**src/shared/vic_pkg.sv**
```systemverilog
// Package for the vectored interrupt controller: offsets, fields, vectors.
// Assumes a 32-bit AXI4-Lite register bus and one 20 MHz clock.
`default_nettype none
package vic_pkg;
  // ***********************************
  // Register map
  // ***********************************
  localparam logic [3:0] VIC_OFS_CTRL0 = 4'h0;
  localparam logic [3:0] VIC_OFS_CTRL1 = 4'h4;
  localparam logic [3:0] VIC_OFS_CTRL2 = 4'h8;
  localparam logic [3:0] VIC_OFS_CTRL3 = 4'hC;
  localparam logic [7:0] VIC_RST_CTRL = 8'h00;
  localparam logic [3:0] VIC_RST_EDGE = 4'h0;
  // ***********************************
  // Field positions
  // ***********************************
  localparam int VIC_BIT_GIE = 0;
  localparam int VIC_FLAG_OFS = 4;
  localparam int VIC_NSRC = 13;
  localparam int VIC_EDGE_B_POS = 2;
  // Source index order is priority order, 0 highest
  localparam int VIC_SRC_PIN_A = 0;
  localparam int VIC_SRC_PIN_B = 1;
  // ***********************************
  // Edge select codes
  // ***********************************
  localparam logic [1:0] VIC_EDGE_OFF = 2'h0;
  localparam logic [1:0] VIC_EDGE_RISE = 2'h1;
  localparam logic [1:0] VIC_EDGE_FALL = 2'h2;
  localparam logic [1:0] VIC_EDGE_BOTH = 2'h3;
  // ***********************************
  // Vectors
  // ***********************************
  localparam logic [11:0] VIC_VEC_BASE = 12'h004;
  localparam logic [11:0] VIC_VEC_STEP = 12'h004;
  // AXI responses
  localparam logic [1:0] VIC_RESP_OKAY = 2'h0;
  localparam logic [1:0] VIC_RESP_SLVERR = 2'h2;
endpackage : vic_pkg
`default_nettype wire

```
**src/logic/vic_edge_det.sv**
```systemverilog
// External pin edge detector with selectable edge type.
// Assumes the pin is already synchronous to aclk.
`default_nettype none
module vic_edge_det
  import vic_pkg::*;
(
  input wire logic aclk,
  input wire logic aresetn,
  input wire logic pin,
  input wire logic [1:0] edge_sel,
  output logic hit
);
  logic pin_prev;

  always_ff @(posedge aclk) begin
    if (!aresetn) begin
      pin_prev <= 1'b0;
    end else begin
      pin_prev <= pin;
    end
  end

  always_comb begin
    unique case (edge_sel)
      VIC_EDGE_OFF: hit = 1'b0;
      VIC_EDGE_RISE: hit = pin & ~pin_prev;
      VIC_EDGE_FALL: hit = ~pin & pin_prev;
      VIC_EDGE_BOTH: hit = pin ^ pin_prev;
    endcase
  end
endmodule : vic_edge_det
`default_nettype wire

```
**src/logic/vic_core.sv**
```systemverilog
// Vectored interrupt controller: flags, enables, priority, vector, wake.
// Assumes a core that pulses take and return, and reports stack full.
// Notes on behaviour
// - Source event sets its flag regardless of enable.
// - Flag without enable stays latched and never branches.
// - Global enable low blocks every interrupt.
// - Taking pushes next address and loads the source vector.
// - Return instruction pops saved address and resumes.
// - Every source has its own vector address.
// - Taking an interrupt clears the global enable.
// - Requests during blocking still set and hold flags.
// - Stack full holds off acknowledge; flags remain.
// - Simultaneous requests resolved by fixed priority.
// - Any flag set by its source event or pin edge wakes the device from sleep or idle; a flag set by a register write does not.
// - Pin flag set on the selected edge type.
// - Servicing a pin interrupt clears its flag and global enable.
// - Pull-high selection stays in effect on interrupt pins.
// - Flags read 1 pending; enables 1 enable.
// - First register: global, pin A, pin B, serial enables, flags.
// - Second register: low volt, adc, eeprom, time base A.
// - Third register: periodic P, periodic A, standard P, standard A.
// - Fourth register: time base B and async serial, others zero.
// - Edge select 00 off, 01 rise, 10 fall, 11 both.
//
// The implementer's own choices: the register offsets and register access over AXI4-Lite.
`default_nettype none
module vic_core
  import vic_pkg::*;
(
  input wire logic aclk,
  input wire logic aresetn,
  input wire logic [3:0] s_axi_awaddr,
  input wire logic s_axi_awvalid,
  output logic s_axi_awready,
  input wire logic [31:0] s_axi_wdata,
  input wire logic [3:0] s_axi_wstrb,
  input wire logic s_axi_wvalid,
  output logic s_axi_wready,
  output logic [1:0] s_axi_bresp,
  output logic s_axi_bvalid,
  input wire logic s_axi_bready,
  input wire logic [3:0] s_axi_araddr,
  input wire logic s_axi_arvalid,
  output logic s_axi_arready,
  output logic [31:0] s_axi_rdata,
  output logic [1:0] s_axi_rresp,
  output logic s_axi_rvalid,
  input wire logic s_axi_rready,
  input wire logic ext_irq_pin_a,
  input wire logic ext_irq_pin_b,
  input wire logic pull_high_sel_a,
  input wire logic pull_high_sel_b,
  output logic pull_high_en_a,
  output logic pull_high_en_b,
  input wire logic [VIC_NSRC-1:0] src_event,
  input wire logic [3:0] edge_sel_in,
  input wire logic edge_sel_we,
  output logic [3:0] ext_edge_select_reg,
  input wire logic stack_full,
  input wire logic [11:0] next_pc,
  input wire logic take_ack,
  input wire logic return_from_interrupt,
  output logic irq_req,
  output logic [11:0] irq_vector,
  output logic [11:0] push_pc,
  output logic push_strobe,
  output logic pop_strobe,
  output logic wake
);
  // ***********************************
  // Source layout: index = priority
  // 0 pin A,1 pin B,2 serial,3 low volt,4 adc,5 eeprom,6 tb A,
  // 7 per P,8 per A,9 std P,10 std A,11 tb B,12 async serial
  // ***********************************
  logic global_irq_enable;
  logic [VIC_NSRC-1:0] en;
  logic [VIC_NSRC-1:0] flag;
  logic [VIC_NSRC-1:0] hw_set;
  logic [VIC_NSRC-1:0] sw_clr;
  logic [VIC_NSRC-1:0] sw_set;
  logic [VIC_NSRC-1:0] svc_clr;
  logic [VIC_NSRC-1:0] active;
  logic [3:0] win;
  logic any_active;
  logic hit_a;
  logic hit_b;
  logic aw_held;
  logic w_held;
  logic [3:0] aw_addr;
  logic [31:0] w_data;
  logic [3:0] w_strb;
  logic do_write;
  logic gie_sw_we;
  logic gie_sw_val;

  function automatic logic [7:0] pack_reg(input logic [3:0] a, input logic [VIC_NSRC-1:0] e,
                                          input logic [VIC_NSRC-1:0] f, input logic g);
    logic [7:0] r;
    r = 8'h00;
    unique case (a)
      VIC_OFS_CTRL0: r = {1'b0, f[2], f[1], f[0], e[2], e[1], e[0], g};
      VIC_OFS_CTRL1: r = {f[6], f[5], f[4], f[3], e[6], e[5], e[4], e[3]};
      VIC_OFS_CTRL2: r = {f[10], f[9], f[8], f[7], e[10], e[9], e[8], e[7]};
      VIC_OFS_CTRL3: r = {2'b00, f[12], f[11], 2'b00, e[12], e[11]};
      default: r = 8'h00;
    endcase
    return r;
  endfunction : pack_reg

  function automatic logic valid_addr(input logic [3:0] a);
    return (a == VIC_OFS_CTRL0) || (a == VIC_OFS_CTRL1) ||
           (a == VIC_OFS_CTRL2) || (a == VIC_OFS_CTRL3);
  endfunction : valid_addr

  // ***********************************
  // External pins
  // ***********************************
  always_ff @(posedge aclk) begin
    if (!aresetn) begin
      ext_edge_select_reg <= VIC_RST_EDGE;
    end else if (edge_sel_we) begin
      ext_edge_select_reg <= edge_sel_in;
    end
  end

  vic_edge_det u_edge_a (
    .aclk(aclk),
    .aresetn(aresetn),
    .pin(ext_irq_pin_a),
    .edge_sel(ext_edge_select_reg[1:0]),
    .hit(hit_a)
  );

  vic_edge_det u_edge_b (
    .aclk(aclk),
    .aresetn(aresetn),
    .pin(ext_irq_pin_b),
    .edge_sel(ext_edge_select_reg[VIC_EDGE_B_POS+1:VIC_EDGE_B_POS]),
    .hit(hit_b)
  );

  // Pull-high stays as selected whatever the pin function
  assign pull_high_en_a = pull_high_sel_a;
  assign pull_high_en_b = pull_high_sel_b;

  // ***********************************
  // AXI4-Lite write
  // ***********************************
  assign s_axi_awready = !aw_held && !s_axi_bvalid;
  assign s_axi_wready = !w_held && !s_axi_bvalid;
  assign do_write = aw_held && w_held && !s_axi_bvalid;

  always_ff @(posedge aclk) begin
    if (!aresetn) begin
      aw_held <= 1'b0;
      w_held <= 1'b0;
      aw_addr <= 4'h0;
      w_data <= 32'h0000_0000;
      w_strb <= 4'h0;
      s_axi_bvalid <= 1'b0;
      s_axi_bresp <= VIC_RESP_OKAY;
    end else begin
      if (s_axi_awvalid && s_axi_awready) begin
        aw_held <= 1'b1;
        aw_addr <= s_axi_awaddr;
      end
      if (s_axi_wvalid && s_axi_wready) begin
        w_held <= 1'b1;
        w_data <= s_axi_wdata;
        w_strb <= s_axi_wstrb;
      end
      if (do_write) begin
        aw_held <= 1'b0;
        w_held <= 1'b0;
        s_axi_bvalid <= 1'b1;
        s_axi_bresp <= valid_addr(aw_addr) ? VIC_RESP_OKAY : VIC_RESP_SLVERR;
      end else if (s_axi_bvalid && s_axi_bready) begin
        s_axi_bvalid <= 1'b0;
      end
    end
  end

  // Decode written byte 0 into global enable write, flag set and flag clear
  always_comb begin
    sw_set = '0;
    sw_clr = '0;
    gie_sw_we = 1'b0;
    gie_sw_val = 1'b0;
    if (do_write && w_strb[0]) begin
      unique case (aw_addr)
        VIC_OFS_CTRL0: begin
          gie_sw_we = 1'b1;
          gie_sw_val = w_data[VIC_BIT_GIE];
          for (int i = 0; i < 3; i++) begin
            sw_set[i] = w_data[VIC_FLAG_OFS+i];
            sw_clr[i] = ~w_data[VIC_FLAG_OFS+i];
          end
        end
        VIC_OFS_CTRL1: begin
          for (int i = 0; i < 4; i++) begin
            sw_set[3+i] = w_data[VIC_FLAG_OFS+i];
            sw_clr[3+i] = ~w_data[VIC_FLAG_OFS+i];
          end
        end
        VIC_OFS_CTRL2: begin
          for (int i = 0; i < 4; i++) begin
            sw_set[7+i] = w_data[VIC_FLAG_OFS+i];
            sw_clr[7+i] = ~w_data[VIC_FLAG_OFS+i];
          end
        end
        VIC_OFS_CTRL3: begin
          for (int i = 0; i < 2; i++) begin
            sw_set[11+i] = w_data[VIC_FLAG_OFS+i];
            sw_clr[11+i] = ~w_data[VIC_FLAG_OFS+i];
          end
        end
        default: begin
          sw_set = '0;
        end
      endcase
    end
  end

  always_ff @(posedge aclk) begin
    if (!aresetn) begin
      en <= '0;
    end else if (do_write && w_strb[0]) begin
      unique case (aw_addr)
        VIC_OFS_CTRL0: en[2:0] <= w_data[3:1];
        VIC_OFS_CTRL1: en[6:3] <= w_data[3:0];
        VIC_OFS_CTRL2: en[10:7] <= w_data[3:0];
        VIC_OFS_CTRL3: en[12:11] <= w_data[1:0];
        default: en <= en;
      endcase
    end
  end

  // ***********************************
  // Flags and priority
  // ***********************************
  assign hw_set = {src_event[VIC_NSRC-1:2], hit_b, hit_a};

  // Hardware set wins over any clear so no event is lost
  generate
    for (genvar g = 0; g < VIC_NSRC; g++) begin : g_flag
      always_ff @(posedge aclk) begin
        if (!aresetn) begin
          flag[g] <= 1'b0;
        end else if (hw_set[g] || sw_set[g]) begin
          flag[g] <= 1'b1;
        end else if (sw_clr[g] || svc_clr[g]) begin
          flag[g] <= 1'b0;
        end
      end
    end
  endgenerate

  assign active = flag & en;
  assign any_active = |active;

  always_comb begin
    win = 4'h0;
    for (int i = VIC_NSRC - 1; i >= 0; i--) begin
      if (active[i]) begin
        win = 4'(i);
      end
    end
  end

  // Held off on stack full; core decides the instruction boundary
  assign irq_req = global_irq_enable && any_active && !stack_full;
  assign svc_clr = (take_ack && irq_req) ? (VIC_NSRC'(1) << win) : '0;

  always_ff @(posedge aclk) begin
    if (!aresetn) begin
      global_irq_enable <= 1'b0;
    end else if (take_ack && irq_req) begin
      global_irq_enable <= 1'b0;
    end else if (gie_sw_we) begin
      global_irq_enable <= gie_sw_val;
    end
  end

  always_ff @(posedge aclk) begin
    if (!aresetn) begin
      irq_vector <= 12'h000;
      push_pc <= 12'h000;
      push_strobe <= 1'b0;
      pop_strobe <= 1'b0;
      wake <= 1'b0;
    end else begin
      push_strobe <= take_ack && irq_req;
      pop_strobe <= return_from_interrupt;
      wake <= |(hw_set & ~flag);
      irq_vector <= VIC_VEC_BASE + VIC_VEC_STEP * 12'(win);
      if (take_ack && irq_req) begin
        push_pc <= next_pc;
      end
    end
  end

  // ***********************************
  // AXI4-Lite read
  // ***********************************
  assign s_axi_arready = !s_axi_rvalid;

  always_ff @(posedge aclk) begin
    if (!aresetn) begin
      s_axi_rvalid <= 1'b0;
      s_axi_rdata <= 32'h0000_0000;
      s_axi_rresp <= VIC_RESP_OKAY;
    end else if (s_axi_arvalid && s_axi_arready) begin
      s_axi_rvalid <= 1'b1;
      s_axi_rdata <= {24'h000000, pack_reg(s_axi_araddr, en, flag, global_irq_enable)};
      s_axi_rresp <= valid_addr(s_axi_araddr) ? VIC_RESP_OKAY : VIC_RESP_SLVERR;
    end else if (s_axi_rready) begin
      s_axi_rvalid <= 1'b0;
    end
  end

  // ***********************************
  // Checks
  // ***********************************
  a_gie_blocks: assert property (@(posedge aclk) disable iff (!aresetn)
    !global_irq_enable |=> !push_strobe) else $error("acknowledge with global enable low");
  a_take_clears_gie: assert property (@(posedge aclk) disable iff (!aresetn)
    take_ack && irq_req |=> !global_irq_enable) else $error("global enable not cleared");
  a_stack_holdoff: assert property (@(posedge aclk) disable iff (!aresetn)
    stack_full |=> !push_strobe) else $error("acknowledge while stack full");
  a_event_sets_flag: assert property (@(posedge aclk) disable iff (!aresetn)
    src_event[4] |=> flag[4]) else $error("adc flag not set");
  a_disabled_no_req: assert property (@(posedge aclk) disable iff (!aresetn)
    (en == '0) |-> !irq_req) else $error("request with no enables");
  a_push_addr: assert property (@(posedge aclk) disable iff (!aresetn)
    take_ack && irq_req |=> push_strobe && push_pc == $past(next_pc)) else $error("push wrong");
  a_vector_pin_a: assert property (@(posedge aclk) disable iff (!aresetn)
    active[0] |=> irq_vector == VIC_VEC_BASE) else $error("pin A vector wrong");
  a_pin_a_rise: assert property (@(posedge aclk) disable iff (!aresetn)
    ext_edge_select_reg[1:0] == VIC_EDGE_RISE && $rose(ext_irq_pin_a) |=> flag[0])
    else $error("rising edge missed");
  a_wake_pulse: assert property (@(posedge aclk) disable iff (!aresetn)
    hw_set[5] && !flag[5] |=> wake) else $error("no wake");
  a_svc_clears: assert property (@(posedge aclk) disable iff (!aresetn)
    take_ack && irq_req && win == 4'h0 && !hw_set[0] |=> !flag[0]) else $error("pin flag kept");
endmodule : vic_core
`default_nettype wire

```
**config.mk**
```make
export PLATFORM = sky130hd
export DESIGN_NAME = vic_core
export DESIGN_NICKNAME = d
export VERILOG_FILES = /design/src/shared/vic_pkg.sv /design/src/logic/vic_edge_det.sv /design/src/logic/vic_core.sv
export SDC_FILE = /design/constraint.sdc
export NUM_CORES = 1
export LEC_CHECK = 0
export BUFFER_PORTS_ARGS = -buffer_cell sky130_fd_sc_hd__buf_2
export CAP_MARGIN = 10
export CELL_PAD_IN_SITES_DETAIL_PLACEMENT = 1
export CELL_PAD_IN_SITES_GLOBAL_PLACEMENT = 1
export CORE_MARGIN = 1.5
export CORE_UTILIZATION = 31
export DETAILED_ROUTE_END_ITERATION = 10
export GPL_TIMING_DRIVEN = 0
export HOLD_SLACK_MARGIN = 0.05
export PLACE_DENSITY = 0.75
export SYNTH_ARGS = -nofsm -noshare
export SYNTH_HDL_FRONTEND = slang
export SYNTH_SLANG_ARGS = --single-unit
```
**constraint.sdc**
```tcl
create_clock -name aclk -period 1.9 [get_ports aclk]
set_clock_uncertainty 0.15 [all_clocks]
set_input_delay 0.38 -clock aclk [delete_from_list [all_inputs] [get_ports aclk]]
set_output_delay 0.38 -clock aclk [all_outputs]
set_load 0.005 [all_outputs]
```
==> metrics, run 1 <==
status finished with violations; failing checks setup timing; synth warn 0; Tcrit/Tclk final 113%; Worst setup EP type flip-flop; worst reg-to-reg setup slack -240 ps; most common cell in the netlist dfxtp_1; placed wire-length estimate 9.75 mm; worst setup margin -245 ps; EDFF count, synth 0; register area around 0.0016 mm^2; Hold Path Depth 2; DIE AREA approximately 0.013 mm^2; Final Instance Count excl. Fillers about 790; Post-Route WL between 10 and 15 mm; top cells by area, synth dfxtp_1 (41%), nand2_1 (7.2%), buf_4 (6.7%); registers with the most flip-flops en: 13 flops, flag: 13 flops, push_pc: 12 flops; Detailed Route Iter0 Violations 270; Hold Path Class in -> reg; cells after synthesis roughly 460; TritonCTS clock tree built; clock slew at reported path FFs around 60 ps; Synth top area share between 40% and 50%; Synth area leader dfxtp_1; Die X about 120 um; Total GRT Usage around a fifth; DR WL/cell between 15 and 20 um; Netlist cell types 55; ys flop type dfxtp_1; unrepaired setup endpoints after global routing yes; layout cells sized above 1 38.6%; sequential fraction of the synthesis area between 40% and 50%; Final nets between 700 and 800; Fill cells about 1500; hold worst-path end s_axi_rvalid; vias in the first global route 3951; ant diodes 0; Max Slew Vio Count 0; initial antenna violation count 0; Post-synth top cells dfxtp_1 (80), nand2_1 (75), a21oi_1 (49), nor2_1 (48), buf_4 (35); CORE AREA around 0.012 mm^2; worst-margin pin slew approximately 630 ps; DRC Markers 0; DR vias/cell between 4 and 5; post-synthesis instance area about 0.004 mm^2; Congestion Overflow GR 0; Util after Layout 45.0%; CP Max Fanout 5; Num CTS Buffers 9; IO Port Bufs 95; setup violators final 28; FMAX 466 MHz; worst skew pair latency 340 ps; power density over the cells roughly 800 mW/mm^2; drt first pass iters 5; Initial Util 32.2%; Longest Clk Path Bufs 2; # H-tree levels 3; Mapped Avg Cell Area about 8.5 um^2; vias slightly below 4000; max cap viols 0; Final GP Congestion just under 0.9; leak pwr about 2.6 nW; Post-Place Cells 757; critical path class reg -> reg; worst r2r src en[1]; # clock sinks 80; final hold vios 0; Slew headroom 58.0%; Chip Height between 100 and 150 um; hold_buf cts 0; IO Count 163; synthesis-to-finish area growth 39.9%; first-pass GRT wire length 21.0 mm; Reg2Reg Depth 8; row count 40; Min Clock Period, post-route approximately 2100 ps; Startpoint Class flip-flop; area of the multi-input gates 0.00218 mm^2; critical path data arrival time 2210 ps; R2R Path End flag[11]; ys async rst share 0%; hold path startpoint s_axi_rready; peak supply drop between 0.0003 and 0.0004 V; CP required about 2000 ps; FF+latch count, synth 80; largest net degree at the start of global routing 14; Routed Antenna Nets 0; Root Driver clkbuf_16
[cells in the final DEF (no fill, tap or decap), types with 3 or more instances in the layout]
master      n
mux4_2      3
a22oi_1    10
dfxtp_1    59
buf_4      52
ha_1        4
nor2_2      4
buf_6       3
inv_1      22
nand3_1    14
clkbuf_16  10
bufinv_16   3
conb_1     34
o21ai_0     4
dfxtp_4     5
nor2_1     44
dfxtp_2    16
a22oi_2     4
a21oi_1    46
nand2_1    72
mux2i_1    26
a21oi_2     3
nand2_2     4
nand3_2     5
clkbuf_1   12
o22ai_1     6
and2_1      4
buf_2      96
[worst max path at each step]
stage / start / end / cells past startpoint
after detailed placement: flag[1] / flag[11] / 8
after floorplan: en[4] / flag[2] / 9
final: en[1] / flag[11] / 8
after global placement: en[1] / flag[11] / 8
after global routing: flag[2] / flag[11] / 8
after CTS: flag[1] / flag[11] / 8
[where the power goes]
part / switching, mW / internal, mW
clock: 0.703 / 1.31
combinational: 0.217 / 0.202
sequential: 0.0873 / 1.74
[cell type report]
| class | instances | area share [%] |
|---|---|---|
| buffer | 52 | 6.54 |
| tap | 168 | 3.84 |
| timing repair buffer | 116 | 12.1 |
| clock buffer | 10 | 4.36 |
| clock inverter | 5 | 1.90 |
| multi-input combinational | 338 | 39.7 |
| sequential | 80 | 30.0 |
| inverter | 23 | 1.58 |
[metrics by stage]
step	total power, mW	setup WS (ps)	cell area [um^2]	setup TNS [ps]	hold WS (ps)
after floorplan	2.08	9.03	4040	0	282
after global placement	2.23	-308	4720	-2850	295
after detailed placement	2.25	-345	4720	-3140	313
after CTS	4.28	-148	5370	-2010	69.4
after global routing	4.41	-334	5480	-5430	86.1
final	4.27	-245	5480	-3550	66.8
[layer usage]
metal	GRT usage, %	vias to the layer above	part of all wire (%)
met5	0	-	0
met4	8.07	0	2.8
met3	4.38	32	5.2
met2	34.8	141	49
met1	25.6	1860	43
li1	-	1823	-
[kinds of logic (layout without fill, tap and decap cells)]
| family | count (synthesis) | count (layout) | share of synthesized area [%] |
|---|---|---|---|
| compound gates | 90 | 90 | 15.4 |
| simple gates | 176 | 176 | 20.6 |
| other cells | 1 | 34 | 0.0958 |
| flops | 80 | 80 | 40.9 |
| mux | 30 | 30 | 9.05 |
| fa+ha+maj | 8 | 8 | 2.56 |
| buf+inv | 76 | 206 | 11.4 |
[critical path, stage by stage, from the launching register on]
cell and delay [ps]:
dfxtp_2 350, a22oi_2 250, a21bo_1 260, a31o_4 230
nor3_4 150, ha_2 220, nand4_1 180, nand3_1 160
a21oi_1 60
[repair_timing]
action                                  in CTS  in global routing
buffers inserted                            17                  4
resized for setup                           47                 26
gates cloned                                 1                  0
pin swaps                                   18                 15
endpoints found under the setup margin      24                 39
hold endpoints to repair                     0                  0
(Power assumes the default switching activity.)
==> run 2: changes to the inputs <==
==> constraint.sdc (replaced) <==
create_clock -name aclk -period 1.9 [get_ports aclk]
set_clock_uncertainty 0.15 [all_clocks]
set_input_delay 0.285 -clock aclk [delete_from_list [all_inputs] [get_ports aclk]]
set_output_delay 0.285 -clock aclk [all_outputs]
set_load 0.005 [all_outputs]
==> run 2 against run 1 <==
Compared with the run above: largest power group unchanged; die area unchanged; critical path type is now reg -> out; total power is 0.46% higher; cell count rose by 2.9%; via count grew 3.1%; the run still ends with setup timing left; highest routed layer unchanged.
==> metrics, run 2 (same netlist as run 1, synthesis figures left out) <==
status finished with violations; failing checks setup timing; # H-tree levels 3; worst skew pair latency between 300 and 400 ps; Final GP Congestion roughly 0.9; final hold vios 0; CP Max Fanout 4; # clock sinks 80; largest net degree at the start of global routing 14; Util after Layout approximately 47%; synthesis-to-finish area growth 46.1%; Startpoint Class flip-flop; DIE AREA approximately 0.013 mm^2; most frequent cells in the layout buf_2 (96), nand2_1 (72), buf_4 (56), dfxtp_1 (56), a21oi_1 (48); Root Driver clkbuf_16; peak supply drop between 0.0003 and 0.0004 V; Die X ~120 um; Final nets ~740; Hold Path Class in -> reg; Congestion Overflow GR 0; Routed Antenna Nets 0; clock slew at reported path FFs roughly 60 ps; critical path class reg -> out; power density over the cells around 750 mW/mm^2; Min Clock Period, post-route 2090 ps; Worst setup EP type primary output; placed instance area 0.00472 mm^2; placed wire-length estimate between 9 and 10 mm; Tcrit/Tclk final 110%; DRC Markers 0; leak pwr about 2.7 nW; post-route design area 0.00572 mm^2; max cap viols 0; Slew headroom 58.4%; TritonCTS clock tree built; FMAX between 400 and 500 MHz; area of the multi-input gates 0.00221 mm^2; first-pass GRT wire length roughly 21 mm; vias 3975; Total GRT Usage roughly 20%; DR vias/cell about 4.9; Longest Clk Path Bufs 2; commonest non-fill, non-tap cell in the layout buf_2; Num CTS Buffers 9; Chip Height about 120 um; Post-Route WL ~15 mm; ant diodes 0; IO Port Bufs 95; IO Count about 160; worst setup margin -194 ps; registers with the most flip-flops en: 13 flops, flag: 13 flops, push_pc: 12 flops; initial antenna violation count 0; worst-margin pin slew around 620 ps; register area 0.00165 mm^2; drt first pass iters 4; layout cells sized above 1 between 30% and 40%; dpl ws -345 ps; critical path data arrival time around 1700 ps; setup violators final 27; Fill cells ~1500; CORE AREA roughly 0.012 mm^2; Final Hold Slack a little under 50 ps; CP required between 1000 and 1500 ps; vias in the first global route about 4000; row count 40; Initial Util about 32%; Detailed Route Iter0 Violations 215; unrepaired setup endpoints after global routing yes; DR WL/cell 18.1 um; Max Slew Vio Count 0; Final TNS setup -3100 ps
## run 2: final cells by class
cell class | instances | share of cell area (%)
Multi-Input combinational cell | 338 | 38.6
Sequential cell | 80 | 28.8
Timing Repair Buffer | 138 | 15.0
Buffer | 53 | 6.39
Clock buffer | 10 | 4.18
Tap cell | 168 | 3.68
Clock inverter | 5 | 1.82
Inverter | 23 | 1.51
## run 2: path summary, 6_finish.rpt
check	from	slack [ps]	end	cells past startpoint
max	flag[4]	-190	irq_req	7
max reg2reg	flag[4]	-190	flag[1]	8
min	s_axi_wdata[2]	50	w_data[2]	3
min reg2reg	w_strb[0]	320	w_strb[0]	2
## run 2: through the flow
step	std cells	total power [mW]
5_1_grt	815	4.44
6_report	815	4.29
2_1_floorplan	494	2.08
3_5_place_dp	757	2.25
4_1_cts	805	4.30
3_3_place_gp	757	2.23
## run 2: metal layers
metal  share of wire, %  track usage [%]
met5                  0                0
met4                2.1             6.17
met3                6.9             3.69
met2                 51             35.7
met1                 40             25.3
## run 2: report_power, final
part	internal (mW)	switching [mW]	leakage, nW
sequential	1.74	0.0875	0.665
combinational	0.227	0.222	1.83
clock	1.31	0.693	0.169
total	3.28	1.00	2.66
## run 2: critical path, stage by stage (launching register included)
cell	delay [ps]
dfxtp_4	370
a22oi_4	220
buf_4	150
buf_4	110
nand4_4	140
nor2_4	150
nor3b_2	60
buf_2	120
## run 2: repair_timing
action                                  in CTS  in global routing
resized for setup                           46                 35
setup buffers                               15                 11
endpoints found under the setup margin      24                 31
hold buffers                                18                  0
hold endpoints to repair                    18                  0
pin swaps                                   22                 24
==> run 3: changes to the inputs <==
REMOVE_ABC_BUFFERS = 1   (was unset)
==> run 3 against run 2 <==
Compared with the run above: clock power is 12% lower; critical path depth is 1 higher; flip-flop and latch count stayed put; the run still ends with setup timing left; via count is 7.1% lower; utilization is 3.1 points lower; design area is 6.6% lower; fmax is 0.77% higher; sequential share of layout area is 1.8 points higher; register-to-register slack better by 20 ps.
==> metrics, run 3 (same netlist as run 1, synthesis figures left out) <==
Startpoint Class flip-flop; Num CTS Buffers 9; CP Launch Point en[1]; IO Count roughly 160; drt first pass iters 4; Longest Clk Path Bufs 2; registers with the most flip-flops en: 13 flops, flag: 13 flops, push_pc: 12 flops; dpl ws -320 ps; power density over the cells roughly 740 mW/mm^2; most frequent cells in the layout buf_2 (96), nand2_1 (74), dfxtp_1 (63); # clock sinks 80; FMAX between 400 and 500 MHz; Fill cells ~1500; first-pass GRT wire length about 19 mm; CP Max Fanout 5; register area approximately 0.0016 mm^2; layout cells sized above 1 between 30% and 40%; commonest non-fill, non-tap cell in the layout buf_2; Max Slew Vio Count 0; placed wire-length estimate about 8.6 mm; ant diodes 0; leak pwr between 2 and 2.5 nW; Tcrit/Tclk final 109%; Die X roughly 120 um; Worst setup EP type flip-flop; worst-margin pin slew about 500 ps; worst r2r src en[1]; IO Port Bufs 96; largest net degree at the start of global routing 51; Slew headroom between 60% and 70%; vias 3693; CP required 1970 ps; DRC Markers 0; CORE AREA around 0.012 mm^2; Hold Path Class in -> reg; DIE AREA roughly 0.013 mm^2; # H-tree levels 3; Chip Height around 120 um; row count 40; synthesis-to-finish area growth 36.5%; Clock power frac between 40 and 50%; Root Driver clkbuf_16; Congestion Overflow GR 0; Final Power 3.97 mW; critical path class reg -> reg; setup violators final 26; hold path startpoint ext_irq_pin_b; Routed Antenna Nets 0; Int Power approximately 3.0 mW; Total GRT Usage a little under a fifth; Final nets about 690; initial antenna violation count 0; worst setup margin -178 ps; DR vias/cell between 4 and 5; max cap viols 0; critical path data arrival time approximately 2200 ps; Util after Layout 43.9%; Final Hold Slack approximately 56 ps; Post-Route WL approximately 12 mm; status finished with violations; worst skew pair latency roughly 350 ps; Flop pwr share a little under half; Initial Util 32.2%; area of the multi-input gates about 0.0021 mm^2; DR WL/cell between 15 and 20 um; Min Clock Period, post-route ~2100 ps; switching share of power approximately a quarter; Final GP Congestion between 0.8 and 0.9; TritonCTS clock tree built; final hold vios 0; Final TNS setup -2080 ps; unrepaired setup endpoints after global routing yes; clock slew at reported path FFs roughly 60 ps; part of the power in combinational logic under 10%; vias in the first global route around 3800; peak supply drop ~0.00045 V; failing checks setup timing; Detailed Route Iter0 Violations between 100 and 150; P_sw slightly below 1 mW
==> run 3: final cells by class <==
cell class              count  share of cell area, %
clock buffers              11                   4.55
clock inverters             5                   1.05
inverters                  23                   1.62
multi-input cells         338                   39.9
flip-flops and latches     80                   30.6
well taps                 168                   3.94
repair buffers            146                   18.3
==> run 3: worst paths after layout <==
| path | to | slack (ps) | cells after the start |
|---|---|---|---|
| max | flag[11] | -180 | 8 |
| min | u_edge_b.pin_prev | 60 | 3 |
| max reg2reg | flag[11] | -180 | 8 |
| min reg2reg | w_strb[0] | 300 | 2 |
==> run 3: stage by stage <==
stage               std cells  instance area [um^2]
finish                    771                  5340
global route              771                  5340
CTS                       765                  5180
detailed placement        706                  4390
global placement          705                  4370
floorplan                 441                  3680
==> run 3: worst max-delay path, stage by stage (launching register included) <==
cell	delay (ps)
dfxtp_4	370
a22oi_2	250
a21bo_1	250
a31o_4	220
nor3_4	160
ha_2	230
nand4_1	140
nand3_1	120
a21oi_1	60
==> run 3: what timing repair did <==
action / in CTS / in global routing
gates resized for setup: 30 / 25
hold buffers: 30 / 0
pin swaps: 12 / 14
endpoints found under the hold margin: 30 / 0
setup buffers: 13 / 6
cloned: 0 / 1
endpoints found under the setup margin: 30 / 42
==> run 3: power groups by stage <==
stage	combinational [mW]	clock, mW	sequential [mW]
floorplan	0.178	0	1.83
global placement	0.307	0	1.86
detailed placement	0.322	0	1.86
CTS	0.378	1.81	1.83
global route	0.438	1.88	1.83
finish	0.387	1.76	1.83
==> run 3: per-layer routing <==
metal	vias up	GRT usage [%]	wire, um
met5	-	0	0
met4	0	7.08	170
met3	15	4.38	615
met2	112	32.7	6350
met1	1777	22.6	5180
li1	1789	-	-
